`src/pwc_pkg.sv`:
```
package pwc_pkg;

    // Register offsets, one aligned 32-bit word each.
    localparam logic [7:0] OFS_SYS_CLK_DIV = 8'h00;
    localparam logic [7:0] OFS_PLL_FACTOR = 8'h04;
    localparam logic [7:0] OFS_OSC_RUN = 8'h08;
    localparam logic [7:0] OFS_SUB_OSC_STOP = 8'h0C;
    localparam logic [7:0] OFS_OSC_STABLE = 8'h10;
    localparam logic [7:0] OFS_MAIN_WAIT = 8'h14;
    localparam logic [7:0] OFS_SLOW_FORCE = 8'h18;
    localparam logic [7:0] OFS_IRQ_STATUS = 8'h1C;
    localparam logic [7:0] OFS_IRQ_MASK = 8'h20;

    // Field positions.
    localparam int EB_DIV_LSB = 16;
    localparam int BUS_PIN_BIT = 23;
    localparam int PA_DIV_LSB = 24;
    localparam int MULT_LSB = 8;
    localparam int IN_DIV_LSB = 0;
    localparam int RUN_MAIN_STOP_BIT = 0;
    localparam int RUN_PLL_STOP_BIT = 1;
    localparam int RUN_USB_STOP_BIT = 2;
    localparam int ST_MAIN_BIT = 0;
    localparam int ST_PLL_BIT = 1;
    localparam int ST_USB_BIT = 2;

    // Encodings and reset values.
    localparam logic [5:0] MULT_CODE_MIN = 6'h07;
    localparam logic [5:0] MULT_CODE_STD_MAX = 6'h17;
    localparam logic [5:0] MULT_CODE_EXT_MAX = 6'h1A;
    localparam logic [5:0] MULT_RST = 6'h07;
    localparam logic [1:0] IN_DIV_ILLEGAL = 2'h3;
    localparam logic [4:0] WAIT_CODE_DOUBLE_MAX = 5'h07;
    localparam logic [4:0] WAIT_CODE_STD_LONG = 5'h08;
    localparam logic [4:0] WAIT_RST = 5'h05;
    localparam logic [17:0] WAIT_STD_ZERO = 18'h00000;
    localparam logic [17:0] WAIT_EXT_ZERO = 18'h00002;
    localparam logic [17:0] WAIT_BASE = 18'h00400;
    localparam logic [17:0] WAIT_STD_LONG = 18'h20000;
    localparam logic SUB_STOP_RST_STD = 1'b0;
    localparam logic SUB_STOP_RST_EXT = 1'b1;

    // Nominal slow oscillator rate; all waits count its cycles.
    localparam int SLOW_OSC_KHZ = 4000;
    localparam int CLK_SYS_KHZ = 10000;

    typedef struct packed {
        logic [2:0] slow_sync;
        logic slow_lvl;
        logic [3:0] periph_a_divider;
        logic [3:0] ext_bus_divider;
        logic bus_clock_pin_output_ctrl;
        logic [5:0] pll_multiply_factor;
        logic [1:0] pll_in_div;
        logic main_stop;
        logic pll_stop;
        logic usb_pll_stop;
        logic sub_oscillator_stop;
        logic [4:0] main_osc_wait_code;
        logic slow_force_run;
        logic main_ok;
        logic pll_ok;
        logic usb_pll_stable_flag;
        logic [17:0] main_cnt;
        logic [7:0] pll_cnt;
        logic [7:0] usb_cnt;
        logic [2:0] irq_stat;
        logic [2:0] irq_mask;
        logic [31:0] rdata;
    } pwc_state_t;

endpackage : pwc_pkg

```
`src/pwc_clk_cfg.sv`:
```
// The placing of the registers and the address-and-strobe port were chosen for this implementation.
`timescale 1ns/1ps

// What this block does
// Factor codes 000111 to 010111 give multiply-by-4 to 12 in half steps.
// Extended variant also takes codes 011000 to 011010, giving 12.5 to 13.5.
// Software writes only listed factor and wait codes; others are dropped here.
// Standard variant: wait code 00000 means no stabilization wait.
// Extended variant: wait code 00000 means a two-cycle wait.
// Wait codes 00001 to 00111 give 1,024 cycles doubling to 65,536.
// Standard variant only: wait code 01000 gives 131,072 cycles.
// Waits count cycles of the slow on-chip oscillator, nominally 4.0 MHz.
// Standard variant: sub oscillator stop bit cleared only by power-on reset.
// Extended variant adds periph-A and bus dividers and bus clock pin control.
// Extended variant reports a USB PLL stable flag; standard reads it zero.
// Standard variant alone has the slow oscillator force-run control.
// PLL input divider selects divide by 1, 2 or 4.
// Main stable flag sets after the wait, stays until oscillator stops.
// Factor writes act only while PLL stopped; PLL flag clears when stopped.
module pwc_clk_cfg import pwc_pkg::*; #(
    parameter bit EXTENDED = 1'b0,
    parameter logic [7:0] PLL_LOCK_TICKS = 8'h10,
    parameter logic [7:0] USB_LOCK_TICKS = 8'h10
) (
    // Clock and resets.
    input wire logic clk_sys,
    input wire logic srst,
    input wire logic por_rst,
    // Slow on-chip oscillator clock, sampled as a level.
    input wire logic slow_internal_oscillator,
    // Register port.
    input wire logic [7:0] reg_addr,
    input wire logic [31:0] reg_wdata,
    input wire logic reg_wr,
    input wire logic reg_rd,
    output logic [31:0] reg_rdata,
    // Oscillator and PLL controls.
    output logic main_osc_enable,
    output logic pll_enable,
    output logic usb_pll_enable,
    output logic sub_osc_enable,
    output logic slow_osc_force_run,
    output logic [5:0] pll_multiply_factor,
    output logic [1:0] pll_in_div,
    output logic [3:0] periph_a_divider,
    output logic [3:0] ext_bus_divider,
    output logic bus_clock_pin_output_ctrl,
    output logic main_osc_stable,
    output logic pll_stable,
    output logic usb_pll_stable_flag,
    // Interrupt.
    output logic irq
);

    localparam logic [5:0] MULT_MAX = EXTENDED ? MULT_CODE_EXT_MAX : MULT_CODE_STD_MAX;

    pwc_state_t s_q;
    pwc_state_t s_d;
    logic slow_tick;
    logic [2:0] ev;

    // Wait length in slow oscillator cycles for a legal code.
    function automatic logic [17:0] wait_cycles(input logic [4:0] code);
        logic [17:0] r;
        r = '0;
        if (code == 5'h00)
        begin
            r = EXTENDED ? WAIT_EXT_ZERO : WAIT_STD_ZERO;
        end
        else if (code <= WAIT_CODE_DOUBLE_MAX)
        begin
            r = WAIT_BASE << (code - 5'h01);
        end
        else
        begin
            r = WAIT_STD_LONG;
        end
        return r;
    endfunction : wait_cycles

    // The long code exists only on the standard part.
    function automatic logic wait_legal(input logic [4:0] code);
        return (code <= WAIT_CODE_DOUBLE_MAX) || (!EXTENDED && code == WAIT_CODE_STD_LONG);
    endfunction : wait_legal

    // Next state: synchroniser, register writes, stabilization counters, interrupts.
    always_comb
    begin
        s_d = s_q;
        slow_tick = 1'b0;
        ev = 3'h0;

        // Three stages; a level is accepted once stages two and three agree.
        // Stage one feeds only stage two, so a metastable sample never reaches the counters.
        s_d.slow_sync = {s_q.slow_sync[1:0], slow_internal_oscillator};
        if (s_q.slow_sync[1] == s_q.slow_sync[2] && s_q.slow_sync[2] != s_q.slow_lvl)
        begin
            s_d.slow_lvl = s_q.slow_sync[2];
            slow_tick = s_q.slow_sync[2];
        end

        // Register writes. Illegal codes are dropped so the PLL never sees them.
        if (reg_wr)
        begin
            case (reg_addr)
                OFS_SYS_CLK_DIV:
                begin
                    if (EXTENDED)
                    begin
                        s_d.periph_a_divider = reg_wdata[PA_DIV_LSB +: 4];
                        s_d.ext_bus_divider = reg_wdata[EB_DIV_LSB +: 4];
                        s_d.bus_clock_pin_output_ctrl = reg_wdata[BUS_PIN_BIT];
                    end
                end
                OFS_PLL_FACTOR:
                begin
                    // Changing the factor under a running PLL would upset lock.
                    if (s_q.pll_stop && reg_wdata[MULT_LSB +: 6] >= MULT_CODE_MIN
                        && reg_wdata[MULT_LSB +: 6] <= MULT_MAX)
                    begin
                        s_d.pll_multiply_factor = reg_wdata[MULT_LSB +: 6];
                    end
                    if (s_q.pll_stop && reg_wdata[IN_DIV_LSB +: 2] != IN_DIV_ILLEGAL)
                    begin
                        s_d.pll_in_div = reg_wdata[IN_DIV_LSB +: 2];
                    end
                end
                OFS_OSC_RUN:
                begin
                    s_d.main_stop = reg_wdata[RUN_MAIN_STOP_BIT];
                    s_d.pll_stop = reg_wdata[RUN_PLL_STOP_BIT];
                    s_d.usb_pll_stop = EXTENDED ? reg_wdata[RUN_USB_STOP_BIT] : 1'b1;
                end
                OFS_SUB_OSC_STOP:
                begin
                    s_d.sub_oscillator_stop = reg_wdata[0];
                end
                OFS_MAIN_WAIT:
                begin
                    if (wait_legal(reg_wdata[4:0]))
                    begin
                        s_d.main_osc_wait_code = reg_wdata[4:0];
                    end
                end
                OFS_SLOW_FORCE:
                begin
                    s_d.slow_force_run = EXTENDED ? 1'b0 : reg_wdata[0];
                end
                OFS_IRQ_MASK:
                begin
                    s_d.irq_mask = reg_wdata[2:0];
                end
                // Status, read-only and unmapped offsets ignore writes here.
                default:
                begin
                    s_d.rdata = s_q.rdata;
                end
            endcase
        end

        // Main oscillator wait counts slow oscillator rising edges after start.
        if (s_q.main_stop)
        begin
            s_d.main_ok = 1'b0;
            s_d.main_cnt = '0;
        end
        else if (!s_q.main_ok)
        begin
            if (s_q.main_cnt >= wait_cycles(s_q.main_osc_wait_code))
            begin
                s_d.main_ok = 1'b1;
            end
            else if (slow_tick)
            begin
                s_d.main_cnt = s_q.main_cnt + 18'h00001;
            end
        end

        // The PLL needs a stable main clock; stopping it drops the flag at once.
        if (s_q.pll_stop || !s_q.main_ok)
        begin
            s_d.pll_ok = 1'b0;
            s_d.pll_cnt = '0;
        end
        else if (!s_q.pll_ok)
        begin
            if (s_q.pll_cnt >= PLL_LOCK_TICKS)
            begin
                s_d.pll_ok = 1'b1;
            end
            else if (slow_tick)
            begin
                s_d.pll_cnt = s_q.pll_cnt + 8'h01;
            end
        end

        // USB PLL exists only on the extended part.
        if (!EXTENDED || s_q.usb_pll_stop || !s_q.main_ok)
        begin
            s_d.usb_pll_stable_flag = 1'b0;
            s_d.usb_cnt = '0;
        end
        else if (!s_q.usb_pll_stable_flag)
        begin
            if (s_q.usb_cnt >= USB_LOCK_TICKS)
            begin
                s_d.usb_pll_stable_flag = 1'b1;
            end
            else if (slow_tick)
            begin
                s_d.usb_cnt = s_q.usb_cnt + 8'h01;
            end
        end

        // Rising stable flags set sticky bits; a set beats a same-cycle clear.
        ev[ST_MAIN_BIT] = s_d.main_ok & ~s_q.main_ok;
        ev[ST_PLL_BIT] = s_d.pll_ok & ~s_q.pll_ok;
        ev[ST_USB_BIT] = s_d.usb_pll_stable_flag & ~s_q.usb_pll_stable_flag;
        s_d.irq_stat = s_q.irq_stat;
        if (reg_wr && reg_addr == OFS_IRQ_STATUS)
        begin
            s_d.irq_stat = s_q.irq_stat & ~reg_wdata[2:0];
        end
        s_d.irq_stat = s_d.irq_stat | ev;

        // Read data appears in the cycle after the strobe only.
        s_d.rdata = '0;
        if (reg_rd)
        begin
            case (reg_addr)
                OFS_SYS_CLK_DIV:
                begin
                    s_d.rdata[PA_DIV_LSB +: 4] = s_q.periph_a_divider;
                    s_d.rdata[EB_DIV_LSB +: 4] = s_q.ext_bus_divider;
                    s_d.rdata[BUS_PIN_BIT] = s_q.bus_clock_pin_output_ctrl;
                end
                OFS_PLL_FACTOR:
                begin
                    s_d.rdata[MULT_LSB +: 6] = s_q.pll_multiply_factor;
                    s_d.rdata[IN_DIV_LSB +: 2] = s_q.pll_in_div;
                end
                OFS_OSC_RUN:
                begin
                    s_d.rdata[RUN_MAIN_STOP_BIT] = s_q.main_stop;
                    s_d.rdata[RUN_PLL_STOP_BIT] = s_q.pll_stop;
                    s_d.rdata[RUN_USB_STOP_BIT] = s_q.usb_pll_stop;
                end
                OFS_SUB_OSC_STOP: s_d.rdata[0] = s_q.sub_oscillator_stop;
                OFS_OSC_STABLE:
                begin
                    s_d.rdata[ST_MAIN_BIT] = s_q.main_ok;
                    s_d.rdata[ST_PLL_BIT] = s_q.pll_ok;
                    s_d.rdata[ST_USB_BIT] = s_q.usb_pll_stable_flag;
                end
                OFS_MAIN_WAIT: s_d.rdata[4:0] = s_q.main_osc_wait_code;
                OFS_SLOW_FORCE: s_d.rdata[0] = s_q.slow_force_run;
                OFS_IRQ_STATUS: s_d.rdata[2:0] = s_q.irq_stat;
                OFS_IRQ_MASK: s_d.rdata[2:0] = s_q.irq_mask;
                default: s_d.rdata = '0;
            endcase
        end

        // Reset. On the standard part only power-on clears the sub oscillator stop.
        if (srst || por_rst)
        begin
            s_d = '0;
            s_d.pll_multiply_factor = MULT_RST;
            s_d.main_stop = 1'b1;
            s_d.pll_stop = 1'b1;
            s_d.usb_pll_stop = 1'b1;
            s_d.main_osc_wait_code = WAIT_RST;
            s_d.sub_oscillator_stop = EXTENDED ? SUB_STOP_RST_EXT : SUB_STOP_RST_STD;
            if (!EXTENDED && !por_rst)
            begin
                s_d.sub_oscillator_stop = s_q.sub_oscillator_stop;
            end
        end
    end

    // Every register of the block lives in the one state word.
    always_ff @(posedge clk_sys)
    begin
        s_q <= s_d;
    end

    // Outputs straight from state.
    assign reg_rdata = s_q.rdata;
    assign main_osc_enable = ~s_q.main_stop;
    assign pll_enable = ~s_q.pll_stop;
    assign usb_pll_enable = ~s_q.usb_pll_stop;
    assign sub_osc_enable = ~s_q.sub_oscillator_stop;
    assign slow_osc_force_run = s_q.slow_force_run;
    assign pll_multiply_factor = s_q.pll_multiply_factor;
    assign pll_in_div = s_q.pll_in_div;
    assign periph_a_divider = s_q.periph_a_divider;
    assign ext_bus_divider = s_q.ext_bus_divider;
    assign bus_clock_pin_output_ctrl = s_q.bus_clock_pin_output_ctrl;
    assign main_osc_stable = s_q.main_ok;
    assign pll_stable = s_q.pll_ok;
    assign usb_pll_stable_flag = s_q.usb_pll_stable_flag;
    assign irq = |(s_q.irq_stat & s_q.irq_mask);

endmodule : pwc_clk_cfg

```
`config.mk`:
```
export PLATFORM = sky130hd
export DESIGN_NAME = pwc_clk_cfg
export DESIGN_NICKNAME = d
export VERILOG_FILES = /design/src/pwc_pkg.sv /design/src/pwc_clk_cfg.sv
export SDC_FILE = /design/constraint.sdc
export NUM_CORES = 1
export LEC_CHECK = 0
export ABC_AREA = 1
export BUFFER_PORTS_ARGS = -buffer_cell sky130_fd_sc_hd__buf_4
export CAP_MARGIN = 15
export CORE_MARGIN = 4
export CORE_UTILIZATION = 33
export CTS_CLUSTER_DIAMETER = 50
export CTS_CLUSTER_SIZE = 40
export DETAILED_ROUTE_END_ITERATION = 8
export GPL_ROUTABILITY_DRIVEN = 0
export GPL_TIMING_DRIVEN = 0
export PLACE_DENSITY = 0.56
export SYNTH_ARGS = -nofsm -noshare
export SYNTH_HDL_FRONTEND = slang
export SYNTH_SLANG_ARGS = --single-unit
```
`constraint.sdc`:
```
create_clock -name clk_sys -period 2.7 [get_ports clk_sys]
set_input_delay 0.405 -clock clk_sys [delete_from_list [all_inputs] [get_ports clk_sys]]
set_output_delay 0.405 -clock clk_sys [all_outputs]
set_load 0.005 [all_outputs]
```
== Yosys cells after proc, flatten, opt, wreduce, memory -nomap -nowiden ==
Index checks and enable logic that the tools add are counted.

* Register bits after elaboration: 79
* Input port bits: 46
* Output and inout port bits: 58
* Logic and storage cells: 121

* Add/subtract/negate cells: 3
* Order comparisons: 6
* Eq/ne operators: 13
* Shift operators: 1
* Muxes and demuxes: 35
* Bitwise logic cells: 16
* Reductions and logical operators: 27

{| class="wikitable"
|+ Operator list
! kind !! number
|-
| two-way mux 18 bit || 8
|-
| two-way mux 82 bit || 1
|-
| two-way mux 35 bit || 1
|-
| equality test 8 x 5 -> 1 bit, second input constant || 4
|-
| two-way mux 8 bit || 4
|-
| adder 18 x 1 -> 18 bit, second input constant || 1
|-
| >= comparator 18 bit || 1
|-
| AND reduction 3 bit || 6
|-
| << shifter 11 x 5 -> 18 bit, first input constant || 1
|-
| equality test 8 x 4 -> 1 bit, second input constant || 2
|-
| two-way mux 14 bit || 1
|-
| less-or-equal comparator 5 x 3 -> 1 bit, second input constant || 2
|-
| two-way mux 1 bit || 10
|-
| two-way mux 5 bit || 2
|-
| NOT 1 bit || 10
|-
| OR reduction 3 bit || 3
|-
| adder 8 x 1 -> 8 bit, second input constant || 1
|-
| equality test 8 x 3 -> 1 bit, second input constant || 1
|-
| equality test 8 x 6 -> 1 bit, second input constant || 1
|-
| >= comparator 8 x 5 -> 1 bit, second input constant || 1
|-
| one-hot mux 1 bit (8 select lines) || 1
|-
| two-way mux 7 bit || 1
|-
| AND 3 bit || 2
|-
| >= comparator 6 x 3 -> 1 bit, second input constant || 1
|-
| 21 further kinds || 35
|}

== Logic depth before layout (Yosys ltp) ==
* Word-level depth: 13
* Depth in mapped cells: 15

== Least setup slack after synthesis ==
No wires, ideal clock.

* Path kind: reg2reg
* From: register s_q[80] (netlist bit)
* To: register s_q[56] (netlist bit)
* Library setup time: 120 ps
* Data arrival time: 1,887 ps
* Setup slack: 693 ps
* Cell stages (with the launch flop): 15
* Cells stage by stage: dfxtp_1 > nor2_1 > inv_1 > nor2_1 > nand3_1 > ha_1 > nand2_1 > nor2_1 > nand2_1 > nand3_2 > nor2_4 > nand2_4 > buf_12 > nand2_2 > a21oi_2

* Cells in the longest elaborated chain, start to end: 9
* Elaborated cells on any way between the ends: 11
* Those cells by class: add/sub (1); order compare (2); shift (1); mux (4); bitwise (1); reduce/logical (2)

{| class="wikitable"
|+ RTL lines
! element !! line !! text
|-
| start: declaration || pwc_clk_cfg.sv:57 || <nowiki>pwc_state_t s_q;</nowiki>
|-
| start signal: assignment || pwc_clk_cfg.sv:283 || <nowiki>s_q <= s_d;</nowiki>
|-
| subtractor 5 x 1 -> 5 bit || pwc_clk_cfg.sv:72 || <nowiki>r = WAIT_BASE << (code - 5'h01);</nowiki>
|-
| << shifter 11 x 5 -> 18 bit || pwc_clk_cfg.sv:72 ||
|-
| two-way mux 18 bit || pwc_clk_cfg.sv:70 || <nowiki>else if (code <= WAIT_CODE_DOUBLE_MAX)</nowiki>
|-
| two-way mux 18 bit * || pwc_clk_cfg.sv:66 || <nowiki>if (code == 5'h00)</nowiki>
|-
| two-way mux 18 bit * || pwc_clk_cfg.sv:167 || <nowiki>else if (!s_q.main_ok)</nowiki>
|-
| two-way mux 18 bit * || pwc_clk_cfg.sv:162 || <nowiki>if (s_q.main_stop)</nowiki>
|-
| >= comparator 18 bit * || pwc_clk_cfg.sv:169 || <nowiki>if (s_q.main_cnt >= wait_cycles(s_q.main_osc_wait_code))</nowiki>
|-
| NOT 1 bit (no line) * || -- ||
|-
| AND reduction 3 bit (no line) * || -- ||
|}

Mark *: on every way between the ends. The rest lies on a longest branch, timed or not. The select of a mux whose other input is x is not followed.
A chain may end at the register's enable or synchronous reset.

== Worst setup path in the final report ==
* From: register s_q[80] (netlist bit)
* To: register s_q[68] (netlist bit)

The elaborated chain is that of the path after synthesis.

==> metrics <==
IR drop worst, VDD 228 uV; Leak Pwr 2.13 nW; Vias/cell 4.30; CTS H-Tree Depth 3; terminus of the critical flop-to-flop path s_q[68]$_SDFFE_PP0P_; Clock Path Buffers 2; FF+latch count, synth 66; RR Startpoint s_q[80]$_SDFFE_PP0P_; vias 3308; Hold Crit Start reg_wdata[8]; worst path bufs/invs 2; # DRC 0; PostCTS Resize Cnt 0; Critical Path Source Type flip-flop; TritonCTS clock tree done; CP required 2.91 ns; Fin Setup TNS 0 ns; fmax 430 MHz; critical path type reg2reg; Top FF cell, synth dfxtp_1; final worst path period share 86.2%; Post-CTS Setup Bufs 0; gr usage total 13.0%; Root Driver clkbuf_16; worst-path cell chain nor2_1 -> inv_1 -> nor2_1 -> nand3_1 -> ha_1 -> nand2_1 -> nor2_1 -> nand2_1 -> nand3_2 -> nor2_4 -> nand2_4 -> buf_12 -> nand2_4 -> a21oi_2; YS warnings 0; Min-Delay Path Class in2reg; Rel. slew slack 64.5%; Final Hold Vio Count 0; post-route cell area 4820 sq um; Slowest-stage cell, CP dfxtp_1; DR iter-0 viols 227; crit path DAT 2.54 ns; status complete, no violations; hpwl dp 6690 um; Synth area leader dfxtp_1; layout cells sized above 1 26.5%; initial antenna violation count 0; Post-DRT Antenna Nets 0; Clock transition at path regs 0.05 ns; Crit. End Element flip-flop; Routed WL per cell 10.7 um; RSZ-0062 raised after global routing no; Slowest Stage Delay on Critical Path 0.31 ns; FP Rows 39; worst-path fanout max 10; Post-synth top cells nand2_1 (112), dfxtp_1 (65), nor2_1 (62); hold buffers post-CTS 0; Die W 116 um; most common cell in the netlist nand2_1; largest net degree at the start of global routing 13; # clock sinks 66; I/O Buffers 50; Reg2Reg Setup Slack 0.37 ns; Layout area overhead 26.1%; hold path endpoint pll_multiply_factor[0]$_SDFFE_PP1P_; Async SR Flop Fraction 0%; PD cells 492 nW/um^2; die area 13400 sq um; post-synthesis sequential area ratio 34.9%; Diodes inserted 0; DIE HEIGHT 116 um; Num CTS Buffers 9; vias in the first global route 3030; dpl cell area 4490 sq um; Crit path max-delay family simple AND/OR/NAND/NOR gates; # Max-Cap Violations 0; nets 680; post-synth top area share 34.1%; DRT Wirelength 8220 um; hold path depth 3; post-route minimum period 2.33 ns; Pre-Repair DR Iteration Count 5; Slew Viols, Final 0; GRT overflow 0; I/O pins 104; clock latency on the worst-skew pair 0.33 ns; synth top area cells dfxtp_1 (34%), nand2_1 (11%), buf_4 (10%); most used cell, CP nor2_1; worst-margin pin slew 0.533 ns; Mapped Cells 530; R2R depth 14; synth unique cells 34; first-pass GRT wire length 14000 um; number of synthesized flops with an enable pin 1; Syn Area/Cell 7.21 sq um; Netlist Area Pre-Place 3820 sq um; area of the core 11400 sq um; Starting Density 33.6%; clock skew 0.00783 ns; Final Setup Violations 0
## per-layer routing
metal / wire [um] / global-route usage, % / share of wire, %
met1: 3730 / 17.5 / 45
met3: 563 / 3.08 / 6.8
met4: 91 / 4.85 / 1.1
met2: 3840 / 20.2 / 47
met5: 0 / 0 / 0
## worst max-delay path by stage
stage / from / to / slack, ns / depth (start not counted)
final: s_q[80]$_SDFFE_PP0P_ / s_q[68]$_SDFFE_PP0P_ / 0.37 / 14
after detailed placement: s_q[80]$_SDFFE_PP0P_ / s_q[68]$_SDFFE_PP0P_ / 0.35 / 14
after CTS: s_q[80]$_SDFFE_PP0P_ / s_q[57]$_SDFFE_PP0P_ / 0.33 / 14
after floorplan: s_q[80]$_SDFFE_PP0P_ / s_q[56]$_SDFFE_PP0P_ / 0.69 / 14
after global placement: s_q[80]$_SDFFE_PP0P_ / s_q[56]$_SDFFE_PP0P_ / 0.38 / 14
after global routing: s_q[80]$_SDFFE_PP0P_ / s_q[57]$_SDFFE_PP0P_ / 0.20 / 14
## power breakdown
group | switching (mW) | total, mW | leakage [nW] | internal (mW)
clock | 0.435 | 1.27 | 0.155 | 0.834
combinational | 0.0577 | 0.120 | 1.44 | 0.0621
sequential | 0.000640 | 0.979 | 0.533 | 0.979
total | 0.493 | 2.37 | 2.13 | 1.87
## metrics by stage
stage	std cells	setup slack, ns	utilization, %	hold WS [ns]	power [mW]
final	770	0.372	42.4	0.292	2.37
after CTS	770	0.329	42.4	0.282	2.40
after detailed placement	754	0.353	39.5	0.400	1.12
after floorplan	561	0.693	-	0.394	1.07
after global placement	754	0.383	39.5	0.396	1.12
after global routing	770	0.201	42.4	0.289	2.46
## flip-flops by register name, summed over array words and instances, names as in the netlist
signal / count
pll_in_div: 2
reg_rdata: 11
slow_osc_force_run: 1
s_q: 44
pll_multiply_factor: 6
main_osc_stable: 1
pll_stable: 1
## worst min-delay path: cells and delay by family
| family | cells | cell delay, ns |
|---|---|---|
| and+or+nand+nor | 2 | 0.09 |
| buffers and inverters | 1 | 0.09 |
## final cells by class
cell class / instances / area [sq um]
Clock inverter: 6 / 88.8
Sequential cell: 66 / 1330
Buffer: 56 / 427
Multi-Input combinational cell: 376 / 1940
Fill cell: 1150 / 6550
Clock buffer: 10 / 239
Timing Repair Buffer: 50 / 375
Inverter: 63 / 236
Tap cell: 143 / 179
## logic make-up after synthesis
logic type	count (synthesis)	synth area share (%)
xor+xnor	13	2.98
fa+ha+maj	12	3.93
compound gates	71	11.2
flops	66	34.9
simple gates	248	29.6
buf+inv	119	17.4
other cells	1	0.0982
## cells in the final DEF (no fill, tap or decap), types with 2 or more instances in the layout
cell type,count
clkbuf_16,9
inv_2,5
dfxtp_1,65
nand3_2,2
nand4_1,2
nor2_4,4
nand2_4,6
nor2_1,62
a211oi_1,2
conb_1,32
nor2_2,7
a21oi_2,11
bufinv_16,2
o211ai_1,3
nand2_1,112
xnor2_1,6
xor2_1,7
nor3_2,2
nand3_1,38
inv_1,58
ha_1,12
nor3_1,4
buf_4,101
clkinvlp_4,2
nand2_2,8
o21ai_1,5
o21ai_0,20
clkbuf_1,2
a21oi_1,27
Power figures use the tool's default switching activity.
